$ cat src/logic/adc_port_pkg.sv
// Purpose: Shared constants for the converter readout port and its host.
// Assumes: 18-bit results, eight channels, link pins sampled on sys_clk.
// Notes: Timing counts derive from the 25 MHz system clock.
package adc_port_pkg;
    // ---------------------------------------------------------------
    // Geometry
    // ---------------------------------------------------------------
    localparam int RESULT_BITS = 18;
    localparam int CHANNELS = 8;
    localparam int CHAN_W = 3;
    localparam int HALF_CHANNELS = 4;
    localparam int SERIAL_BITS = RESULT_BITS * HALF_CHANNELS;
    localparam int BUS_W = 16;
    localparam int OSR_W = 3;
    localparam int MARKER_SERIAL_EDGE = 18;
    localparam int MARKER_PAR_EDGE = 3;
    localparam int MARKER_BYTE_EDGE = 4;
    // ---------------------------------------------------------------
    // Timing
    // ---------------------------------------------------------------
    localparam int SYS_CLK_MHZ = 25;
    localparam int CONV_TIME_NS = 4000;
    localparam int CONV_CYCLES = (CONV_TIME_NS * SYS_CLK_MHZ + 999) / 1000;
    localparam int CNT_W = 12;
    localparam int DIV_HALF = 4;
    // ---------------------------------------------------------------
    // Host register map (AHB-Lite word offsets)
    // ---------------------------------------------------------------
    localparam logic [7:0] OFS_CONTROL = 8'h00;
    localparam logic [7:0] OFS_STATUS = 8'h04;
    localparam logic [7:0] OFS_RESULT0 = 8'h20;
    localparam int CTL_START = 0;
    localparam int CTL_RESET = 1;
    localparam int CTL_READ = 2;
    localparam int CTL_IFSEL = 3;
    localparam int CTL_BYTESEL = 4;
    localparam int CTL_ORDER = 5;
    localparam int CTL_OSR = 8;
    localparam int CTL_HOLD = 11;
    localparam int CTL_LOW_RESULT = 12;
    // Readout modes
    typedef enum logic [1:0] {
        MODE_PAR = 2'b00,
        MODE_SER = 2'b01,
        MODE_BYTE = 2'b10
    } mode_t;
endpackage

$ cat src/logic/adc_port_if.sv
// Purpose: Pin-level link between the converter port and its host.
// Assumes: Both ends run on their own sys_clk.
// Notes: Two-way pins carry in, out and enable; the host drives the in side directly.
`timescale 1ns/1ns
`default_nettype none
interface adc_port_if;
    logic resetPin;
    logic convStartA;
    logic convStartB;
    logic csN;
    logic rdSclkN;
    logic [2:0] oversamplingRatioSelect;
    logic interfaceSelect;
    logic busy;
    logic markerOut;
    logic markerOe;
    logic [15:0] busOut;
    logic [15:0] busOe;
    logic [15:0] busIn;
    logic serialOutA;
    logic serialOutB;
    modport device (
        input resetPin, convStartA, convStartB, csN, rdSclkN,
        input oversamplingRatioSelect, interfaceSelect, busIn,
        output busy, markerOut, markerOe, busOut, busOe, serialOutA, serialOutB
    );
    modport host (
        output resetPin, convStartA, convStartB, csN, rdSclkN,
        output oversamplingRatioSelect, interfaceSelect, busIn,
        input busy, markerOut, markerOe, busOut, busOe, serialOutA, serialOutB
    );
endinterface
`default_nettype wire

$ cat src/logic/adc_readout_port.sv
// Purpose: Device end: reset, busy, oversampling select and readout port.
// Assumes: Link pins sampled by sys_clk through two flops.
// Notes: Results come from a user-side sample port when conversion ends.
//
// Behaviour
// Reset input clears all digital state
// Host resets after power-up and shutdown
// Reset mid-conversion abandons it
// Reset during read zeroes result registers
// Host waits after reset before starting
// Serial clock rising edge times transfers
// Bus driven only while select and strobe low
// Select rising edge floats all outputs; the code floats marker and bus, serial lines are driven low
// Select falling edge starts new frame
// Serial: enable outputs, present MSB at once
// Three select inputs form oversampling code
// Busy rises after both start edges
// Start inputs ignored while busy
// Busy holds until results latched
// Host finishes reading before busy falls
// Marker leaves float on select falling
// Parallel marker high first, low third edge
// Byte marker high three edges, low fourth
// Serial marker low at eighteenth falling edge
// Parallel top pins split bits per pulse
// Interface select and top pin pick mode
// Byte order pin picks byte sequence
// Channels go out in ascending order
// Serial A carries 1-4, B carries 5-8
`timescale 1ns/1ns
`default_nettype none
module adc_readout_port #(
    parameter int CONV_CYCLES = adc_port_pkg::CONV_CYCLES
) (
    // Clock and reset
    input wire logic sys_clk,
    input wire logic rst,
    // Link
    adc_port_if.device link,
    // User side: sample values and oversampling code
    input wire logic [adc_port_pkg::CHANNELS*adc_port_pkg::RESULT_BITS-1:0] sampleIn,
    output logic [adc_port_pkg::OSR_W-1:0] osrCode,
    output logic converting
);
    localparam int RB = adc_port_pkg::RESULT_BITS;
    localparam int NCH = adc_port_pkg::CHANNELS;

    // ---------------------------------------------------------------
    // Pin synchronisers
    // ---------------------------------------------------------------
    logic [9:0] syncA;
    logic [9:0] syncB;
    logic [2:0] busSyncA;
    logic [2:0] busSyncB;
    logic prevStartA, prevStartB, prevCs, prevRd;

    // Two flops on every control input pin and on bus pins 15 and 14
    always_ff @(posedge sys_clk) begin
        syncA <= {link.resetPin, link.convStartA, link.convStartB, link.csN,
                  link.rdSclkN, link.oversamplingRatioSelect, link.interfaceSelect, 1'b0};
        syncB <= syncA;
        busSyncA <= {link.busIn[15], link.busIn[14], 1'b0};
        busSyncB <= busSyncA;
    end

    wire pinReset = syncB[9];
    wire startA = syncB[8];
    wire startB = syncB[7];
    wire csN = syncB[6];
    wire rdN = syncB[5];
    wire [2:0] osrPins = syncB[4:2];
    wire ifSel = syncB[1];
    wire byteSelPin = busSyncB[2];
    wire orderPin = busSyncB[1];
    wire anyReset = rst | pinReset;

    // Edge detection on synchronised pins
    always_ff @(posedge sys_clk) begin
        prevStartA <= startA;
        prevStartB <= startB;
        prevCs <= csN;
        prevRd <= rdN;
    end

    wire riseA = startA & ~prevStartA;
    wire riseB = startB & ~prevStartB;
    wire csFall = prevCs & ~csN;
    wire csRise = ~prevCs & csN;
    wire rdFall = prevRd & ~rdN;
    wire sclkRise = ~prevRd & rdN;

    // Mode decode: low interface select is parallel
    wire adc_port_pkg::mode_t mode = !ifSel ? adc_port_pkg::MODE_PAR :
        (byteSelPin ? adc_port_pkg::MODE_BYTE : adc_port_pkg::MODE_SER);

    // ---------------------------------------------------------------
    // Conversion control
    // ---------------------------------------------------------------
    logic seenA, seenB, busy;
    logic [adc_port_pkg::CNT_W-1:0] convCnt;
    logic [RB-1:0] result [NCH];
    logic frameOpen;

    wire bothSeen = (seenA | riseA) & (seenB | riseB);
    wire convDone = busy && convCnt == adc_port_pkg::CNT_W'(CONV_CYCLES - 1);

    // Busy and start capture; aborted by reset
    always_ff @(posedge sys_clk) begin
        if (anyReset) begin
            busy <= 1'b0;
            seenA <= 1'b0;
            seenB <= 1'b0;
            convCnt <= '0;
        end else if (busy) begin
            convCnt <= convCnt + 1'b1;
            if (convDone) begin
                busy <= 1'b0;
            end
        end else if (bothSeen) begin
            busy <= 1'b1;
            seenA <= 1'b0;
            seenB <= 1'b0;
            convCnt <= '0;
        end else begin
            seenA <= seenA | riseA;
            seenB <= seenB | riseB;
        end
    end

    // Result registers, latched at end of conversion
    generate
        for (genvar c = 0; c < NCH; c++) begin : g_res
            always_ff @(posedge sys_clk) begin
                if (anyReset) begin
                    result[c] <= '0;
                end else if (convDone) begin
                    result[c] <= sampleIn[c*RB +: RB];
                end
            end
        end
    endgenerate

    // ---------------------------------------------------------------
    // Readout frame
    // ---------------------------------------------------------------
    logic [adc_port_pkg::CHAN_W-1:0] chan;
    logic [1:0] part;
    logic [6:0] bitIdx;
    logic [6:0] edgeCnt;
    logic marker, markerOe, outOe;
    logic [15:0] busOut;
    logic serA, serB;

    wire [RB-1:0] cur = result[chan];
    wire [7:0] byteHi = cur[17:10];
    wire [7:0] byteMid = cur[9:2];
    wire [7:0] byteLo = {cur[1:0], 6'h00};
    wire [7:0] byteOut = orderPin ?
        (part == 2'd0 ? byteHi : part == 2'd1 ? byteMid : byteLo) :
        (part == 2'd0 ? byteLo : part == 2'd1 ? byteMid : byteHi);
    // Parallel word: top pins carry 17/16 then 10/0, rest 15..2 then zeros
    wire [15:0] parWord = (part == 2'd0) ? {cur[17], cur[16], cur[15:2]} :
        {cur[10], cur[0], 14'h0000};
    // Next serial bit: channel and position after the coming clock rise
    wire [6:0] nextIdx = bitIdx + 7'd1;
    wire [1:0] serCh = 2'(nextIdx / 7'(RB));
    wire [4:0] serBit = 5'(RB - 1 - int'(nextIdx % 7'(RB)));
    wire nextSerA = result[{1'b0, serCh}][serBit];
    wire nextSerB = result[{1'b1, serCh}][serBit];
    wire strobeLow = ~csN & ~rdN;

    // Frame sequencer: steps per strobe or serial clock
    always_ff @(posedge sys_clk) begin
        if (anyReset | csRise) begin
            frameOpen <= 1'b0;
            chan <= '0;
            part <= '0;
            bitIdx <= '0;
            edgeCnt <= '0;
            marker <= 1'b0;
            markerOe <= 1'b0;
            outOe <= 1'b0;
            busOut <= '0;
            serA <= 1'b0;
            serB <= 1'b0;
        end else if (csFall) begin
            frameOpen <= 1'b1;
            chan <= '0;
            part <= '0;
            bitIdx <= '0;
            edgeCnt <= '0;
            markerOe <= 1'b1;
            marker <= (mode == adc_port_pkg::MODE_SER);
            outOe <= (mode == adc_port_pkg::MODE_SER);
            serA <= result[0][RB-1];
            serB <= result[4][RB-1];
        end else if (frameOpen) begin
            unique case (mode)
                adc_port_pkg::MODE_SER: begin
                    if (sclkRise && bitIdx < 7'(adc_port_pkg::SERIAL_BITS - 1)) begin
                        bitIdx <= bitIdx + 1'b1;
                        serA <= nextSerA;
                        serB <= nextSerB;
                    end
                    if (rdFall) begin
                        edgeCnt <= edgeCnt + 1'b1;
                        if (edgeCnt == 7'(adc_port_pkg::MARKER_SERIAL_EDGE - 1)) begin
                            marker <= 1'b0;
                        end
                    end
                end
                adc_port_pkg::MODE_PAR: begin
                    outOe <= strobeLow;
                    if (rdFall) begin
                        edgeCnt <= edgeCnt + 1'b1;
                        busOut <= parWord;
                        marker <= (edgeCnt < 7'(adc_port_pkg::MARKER_PAR_EDGE - 1));
                        part <= part == 2'd0 ? 2'd1 : 2'd0;
                        if (part == 2'd1) begin
                            chan <= chan + 1'b1;
                        end
                    end
                end
                default: begin
                    outOe <= strobeLow;
                    if (rdFall) begin
                        edgeCnt <= edgeCnt + 1'b1;
                        busOut <= {8'h00, byteOut};
                        marker <= (edgeCnt < 7'(adc_port_pkg::MARKER_BYTE_EDGE - 1));
                        part <= part == 2'd2 ? 2'd0 : part + 1'b1;
                        if (part == 2'd2) begin
                            chan <= chan + 1'b1;
                        end
                    end
                end
            endcase
        end
    end

    // Output pins and user-side status
    always_ff @(posedge sys_clk) begin
        if (anyReset) begin
            osrCode <= '0;
            converting <= 1'b0;
        end else begin
            osrCode <= osrPins;
            converting <= busy;
        end
    end

    wire isPar = (mode == adc_port_pkg::MODE_PAR);
    wire isByte = (mode == adc_port_pkg::MODE_BYTE);
    logic [15:0] busEnable;

    // Bus enables registered so the pins leave straight from flops
    always_ff @(posedge sys_clk) begin
        if (anyReset) begin
            busEnable <= 16'h0000;
        end else begin
            busEnable <= (outOe & isPar) ? 16'hffff : (outOe & isByte) ? 16'h00ff : 16'h0000;
        end
    end

    assign link.busy = busy;
    assign link.markerOut = marker;
    assign link.markerOe = markerOe;
    assign link.busOut = busOut;
    assign link.busOe = busEnable;
    assign link.serialOutA = serA;
    assign link.serialOutB = serB;
endmodule
`default_nettype wire

$ cat src/flat_wrapper.sv
// flat-port wrapper written by rule: the top's interface ports become plain ports
module adc_readout_port_flat 
#(
    parameter int CONV_CYCLES = adc_port_pkg::CONV_CYCLES
)
  (sys_clk, rst, sampleIn, osrCode, converting, link_resetPin, link_convStartA, link_convStartB, link_csN, link_rdSclkN, link_oversamplingRatioSelect, link_interfaceSelect, link_busIn, link_busy, link_markerOut, link_markerOe, link_busOut, link_busOe, link_serialOutA, link_serialOutB);
  adc_port_if link_i ();
  input wire logic sys_clk;
  input wire logic rst;
  input wire logic [adc_port_pkg::CHANNELS*adc_port_pkg::RESULT_BITS-1:0] sampleIn;
  output logic [adc_port_pkg::OSR_W-1:0] osrCode;
  output logic converting;
  input wire logic [$bits(link_i.resetPin)-1:0] link_resetPin;
  input wire logic [$bits(link_i.convStartA)-1:0] link_convStartA;
  input wire logic [$bits(link_i.convStartB)-1:0] link_convStartB;
  input wire logic [$bits(link_i.csN)-1:0] link_csN;
  input wire logic [$bits(link_i.rdSclkN)-1:0] link_rdSclkN;
  input wire logic [$bits(link_i.oversamplingRatioSelect)-1:0] link_oversamplingRatioSelect;
  input wire logic [$bits(link_i.interfaceSelect)-1:0] link_interfaceSelect;
  input wire logic [$bits(link_i.busIn)-1:0] link_busIn;
  output wire logic [$bits(link_i.busy)-1:0] link_busy;
  output wire logic [$bits(link_i.markerOut)-1:0] link_markerOut;
  output wire logic [$bits(link_i.markerOe)-1:0] link_markerOe;
  output wire logic [$bits(link_i.busOut)-1:0] link_busOut;
  output wire logic [$bits(link_i.busOe)-1:0] link_busOe;
  output wire logic [$bits(link_i.serialOutA)-1:0] link_serialOutA;
  output wire logic [$bits(link_i.serialOutB)-1:0] link_serialOutB;
  assign link_i.resetPin = link_resetPin;
  assign link_i.convStartA = link_convStartA;
  assign link_i.convStartB = link_convStartB;
  assign link_i.csN = link_csN;
  assign link_i.rdSclkN = link_rdSclkN;
  assign link_i.oversamplingRatioSelect = link_oversamplingRatioSelect;
  assign link_i.interfaceSelect = link_interfaceSelect;
  assign link_i.busIn = link_busIn;
  assign link_busy = link_i.busy;
  assign link_markerOut = link_i.markerOut;
  assign link_markerOe = link_i.markerOe;
  assign link_busOut = link_i.busOut;
  assign link_busOe = link_i.busOe;
  assign link_serialOutA = link_i.serialOutA;
  assign link_serialOutB = link_i.serialOutB;
  adc_readout_port #(.CONV_CYCLES(CONV_CYCLES)) u_core (.sys_clk(sys_clk), .rst(rst), .link(link_i), .sampleIn(sampleIn), .osrCode(osrCode), .converting(converting));
endmodule
$ cat config.mk
export PLATFORM = sky130hd
export DESIGN_NAME = adc_readout_port_flat
export DESIGN_NICKNAME = d
export VERILOG_FILES = /design/src/logic/adc_port_pkg.sv /design/src/logic/adc_port_if.sv /design/src/logic/adc_readout_port.sv /design/src/flat_wrapper.sv
export SDC_FILE = /design/constraint.sdc
export NUM_CORES = 1
export LEC_CHECK = 0
export ABC_CLOCK_PERIOD_IN_PS = 5000
export BUFFER_PORTS_ARGS = -buffer_cell sky130_fd_sc_hd__clkbuf_2
export CAP_MARGIN = 20
export CORE_MARGIN = 2
export CORE_UTILIZATION = 57
export DETAILED_ROUTE_END_ITERATION = 7
export HOLD_SLACK_MARGIN = 0.05
export PLACE_DENSITY = 0.81
export SLEW_MARGIN = 20
export SYNTH_ARGS = -nofsm -noshare
export SYNTH_HDL_FRONTEND = slang
export SYNTH_SLANG_ARGS = --single-unit
$ cat constraint.sdc
create_clock -name sys_clk -period 5 [get_ports sys_clk]
set_input_delay 0.5 -clock sys_clk [delete_from_list [all_inputs] [get_ports sys_clk]]
set_output_delay 0.5 -clock sys_clk [all_outputs]
set_load 0.05 [all_outputs]
==> impl_results.md <==
- Global-route wire length before repair: 48.1 mm
- I/O pin count: around 210
- Critical path capture point: u_core.link.serialOutB$_SDFFE_PP0P_
- Insertion delay of the later-clocked pin in the worst-skew pair: 0.53 ns
- Number of clock sinks: 234
- Overall Global Routing Usage: 0.273
- Drc violations: 0
- TritonCTS clock tree: yes
- Global route overflow: 0
- Average cell area after synthesis: between 10 and 15 um2
- Cell area after layout: 14500 um2
- Fill count: between 1500 and 2000
- H-tree depth: 1
- Required arrival time at the worst endpoint: 5.39 ns
- Largest clock skew in the final design: 0.0266 ns
- Number of global-route vias before repair: 9028
- Via count: between 9000 and 10000
- Startpoint of the most critical setup path: u_core.bitIdx[0]$_SDFFE_PP0P_
- Worst voltage drop across the vdd grid: between 0.15 and 0.2 mV
- Proportion of synthesized chip area in sequential cells: 0.493
- Part of the cycle the worst path needs: 0.922
- Count of yosys warnings during synthesis: 0
- Pre-CTS setup slack: about 0.48 ns
- Post-route worst setup slack: 0.390 ns
- Detail-routed net length per standard cell: 19.9 um
- Run status: finished, final reports clean
- Effective utilization at floorplan: 0.575
- Area added between synthesis and finish: 16.3%
- Arr. time, crit path: 5.00 ns
- Final estimated routing congestion in global placement: a little under 0.9
- Quantity of I/O buffers inserted on ports: between 150 and 200
- Largest fanout on the critical path: 10
- DRT Pass-1 Iters: 7
- Launch point of the worst reg-to-reg path: u_core.bitIdx[0]$_SDFFE_PP0P_
- Width of the die: roughly 150 um
- DR iter-0 viols: 929
- Placed wire-length estimate after detailed placement: 22.7 mm
- Category of the worst setup path launch point: flop
- Cts-stage hold buffer count: 0
- Distinct cells, synth: 77
- Worst max-slew margin expressed relative to the limit: 0.323
- Top FF cell, synth: edfxtp_1
- Total Nets Final: 1482
- Sum Neg Setup Slack: 0 ns
- Worst-margin pin slew: 1.01 ns
- Via density per instance: 6.06
- Unrepaired setup endpoints after global routing: false
- Static leakage: 5.87 nW
- Async set-or-reset flop fraction in the synthesized netlist: 0
- Destination of the worst register-to-register timing path: u_core.link.serialOutB$_SDFFE_PP0P_
- Number of storage elements in the synthesis netlist: 234
- Ratio of total power to cell area: 284 nW/um2
- Final hold violation count: 0
- Standard-cell rows: 54
- Clock buffers created by TritonCTS: 24
- Share of final-layout standard cells stronger than drive strength 1: 0.277
- Overall die height: 152 um
- Critical path endpoint category: flop
- Detail Route Antenna Nets: 0
- Pin count of the biggest net entering global routing: ~150
- Cell count after synthesis: 1129
- Register-to-Register Setup Slack: 0.39 ns
- Post-synthesis net count: 1309
- Clock root buffer: clkbuf_16
- Count of pins over their slew limit: 0
- Number of cells on the worst reg-to-reg path: 18
- Antenna cell count: 0
- Classification of the worst setup path: reg -> reg
- Maximum clock rate: 217 MHz
- Class of the worst hold path: in -> reg
- Setup violators final: 0
- Aggregate routed wire length: about 32 mm
- Post-CTS clock slew at the launch and capture registers of the worst setup and hold paths: 0.07 ns
- Summed instance area of the synthesized netlist: 12400 um2
- Antenna violations before repair: 0
- Max Cap Violations: 0
- Clock Tree Buf Depth: 3
- Post-synth EDFFs: around 140
- Placeable Area: approximately 22000 um2
- Total cell area at the placement stage: 13700 um2
- Total Die Area: 23000 um2
- Tmin final: 4.61 ns
layer usage:
| metal | share of wire | up-vias | track usage |
|---|---|---|---|
| met5 | 0 | - | 0 |
| met4 | 0.034 | 0 | 0.0944 |
| li1 | - | 4500 | - |
| met2 | 0.49 | 474 | 0.465 |
| met1 | 0.40 | 4647 | 0.358 |
| met3 | 0.074 | 76 | 0.0392 |
state kept, by name, summed over array words and instances, names as in the netlist, 2 cells and up, named ones only:
| name | flops |
|---|---|
| u_core.part | 2 |
| u_core.chan | 3 |
| u_core.link.busOut | 16 |
| u_core.busSyncB | 2 |
| u_core.syncA | 9 |
| u_core.link.busOe | 2 |
| u_core.convCnt | 12 |
| u_core.osrCode | 3 |
| u_core.syncB | 9 |
| u_core.result | 144 |
| u_core.bitIdx | 7 |
| u_core.edgeCnt | 7 |
| u_core.busSyncA | 2 |
cells in the final DEF (no fill, tap or decap), types with 6 or more instances in the layout:
cell,instances
clkbuf_16,25
inv_1,18
mux2_2,11
o21ai_0,27
a31oi_1,10
or3_1,8
xnor2_1,16
a21oi_1,41
nand4_1,6
nor3_1,15
buf_4,37
or2_2,9
a311oi_1,6
a22oi_1,17
nand2_1,89
nand3_1,41
ha_1,9
mux2i_1,38
nor2b_1,12
nor4_1,6
nor2_1,84
and3_1,14
and2_1,150
o211ai_1,10
a211oi_1,15
edfxtp_1,144
clkbuf_2,197
mux4_2,53
a21o_1,6
xor2_1,9
dfxtp_1,88
stage by stage:
stage | utilization | hold WS (ns) | instances | power, mW
floorplan | - | 0.310 | 1129 | 2.28
global placement | 0.632 | 0.310 | 1556 | 2.37
detailed placement | 0.632 | 0.314 | 1556 | 2.38
CTS | 0.669 | 0.0580 | 1600 | 4.12
global route | 0.669 | 0.0613 | 1600 | 4.22
finish | 0.669 | 0.0671 | 1600 | 4.11
final cells by class:
cell class,instances,area [um2],share of cell area
well taps,280,350,0.0242
repair buffers,235,1280,0.0888
clock buffers,33,686,0.0474
inverters,18,67.6,0.00467
flip-flops and latches,234,6130,0.424
clock inverters,11,100,0.00692
multi-input cells,789,5840,0.404
worst max-delay path, stage by stage (launching register included):
cell,delay [ns]
dfxtp_1,0.33
ha_1,0.25
or3_1,0.31
a21oi_1,0.25
nor2_1,0.10
ha_1,0.35
nor2b_1,0.26
nand2_1,0.12
o22a_1,0.25
a22oi_1,0.36
nor2_1,0.14
o21bai_2,0.35
a31oi_4,0.22
buf_4,0.23
mux4_2,0.28
a22oi_1,0.23
a21oi_1,0.11
o21ai_0,0.22
a21oi_1,0.10
what timing repair did:
action	in CTS	in global routing
setup endpoints to repair	0	1
endpoints found under the hold margin	0	0
resized for setup	0	1
setup buffers	0	0
how the worst min path moves through the flow:
stage          slack, ns                             from                    endpoint  cells after the start
2_1_floorplan       0.31       u_core.busSyncA[1]$_DFF_P_  u_core.busSyncB[1]$_DFF_P_                      0
3_3_place_gp        0.31          u_core.syncA[7]$_DFF_P_     u_core.syncB[7]$_DFF_P_                      0
3_5_place_dp        0.31       u_core.busSyncA[1]$_DFF_P_  u_core.busSyncB[1]$_DFF_P_                      0
4_1_cts             0.06  link_oversamplingRatioSelect[2]     u_core.syncA[4]$_DFF_P_                      1
5_1_grt             0.06  link_oversamplingRatioSelect[1]     u_core.syncA[3]$_DFF_P_                      1
6_report            0.07  link_oversamplingRatioSelect[2]     u_core.syncA[4]$_DFF_P_                      1
where the power goes:
group / switching (mW) / total [mW] / internal (mW)
registers: 0.0437 / 2.15 / 2.11
clock network: 0.749 / 1.77 / 1.02
logic: 0.101 / 0.196 / 0.0950
total: 0.894 / 4.11 / 3.22
cells in the mapped netlist (all sizes together) (10+ instances only):
cell | n | area share
a211oi | 16 | 0.010
a21oi | 42 | 0.017
a22oi | 17 | 0.010
a31oi | 12 | 0.0072
and2 | 150 | 0.075
and3 | 14 | 0.0070
buf | 41 | 0.020
clkbuf | 47 | 0.014
dfxtp | 90 | 0.14
edfxtp | 144 | 0.35
inv | 18 | 0.0054
mux2 | 11 | 0.010
mux2i | 38 | 0.031
mux4 | 53 | 0.096
nand2 | 90 | 0.027
nand3 | 43 | 0.018
nor2 | 86 | 0.026
nor2b | 12 | 0.0060
nor3 | 16 | 0.0068
o211ai | 10 | 0.0060
o21ai | 29 | 0.012
or2 | 11 | 0.0055
xnor2 | 17 | 0.013
cells by family after synthesis:
logic type	Yosys count	share of synthesized area
fa+ha+maj	9	0.00906
mux	102	0.137
compound gates	194	0.110
simple gates	458	0.193
buf+inv	106	0.0398
xor+xnor	26	0.0189
flops	234	0.493
(Power assumes the default switching activity.)
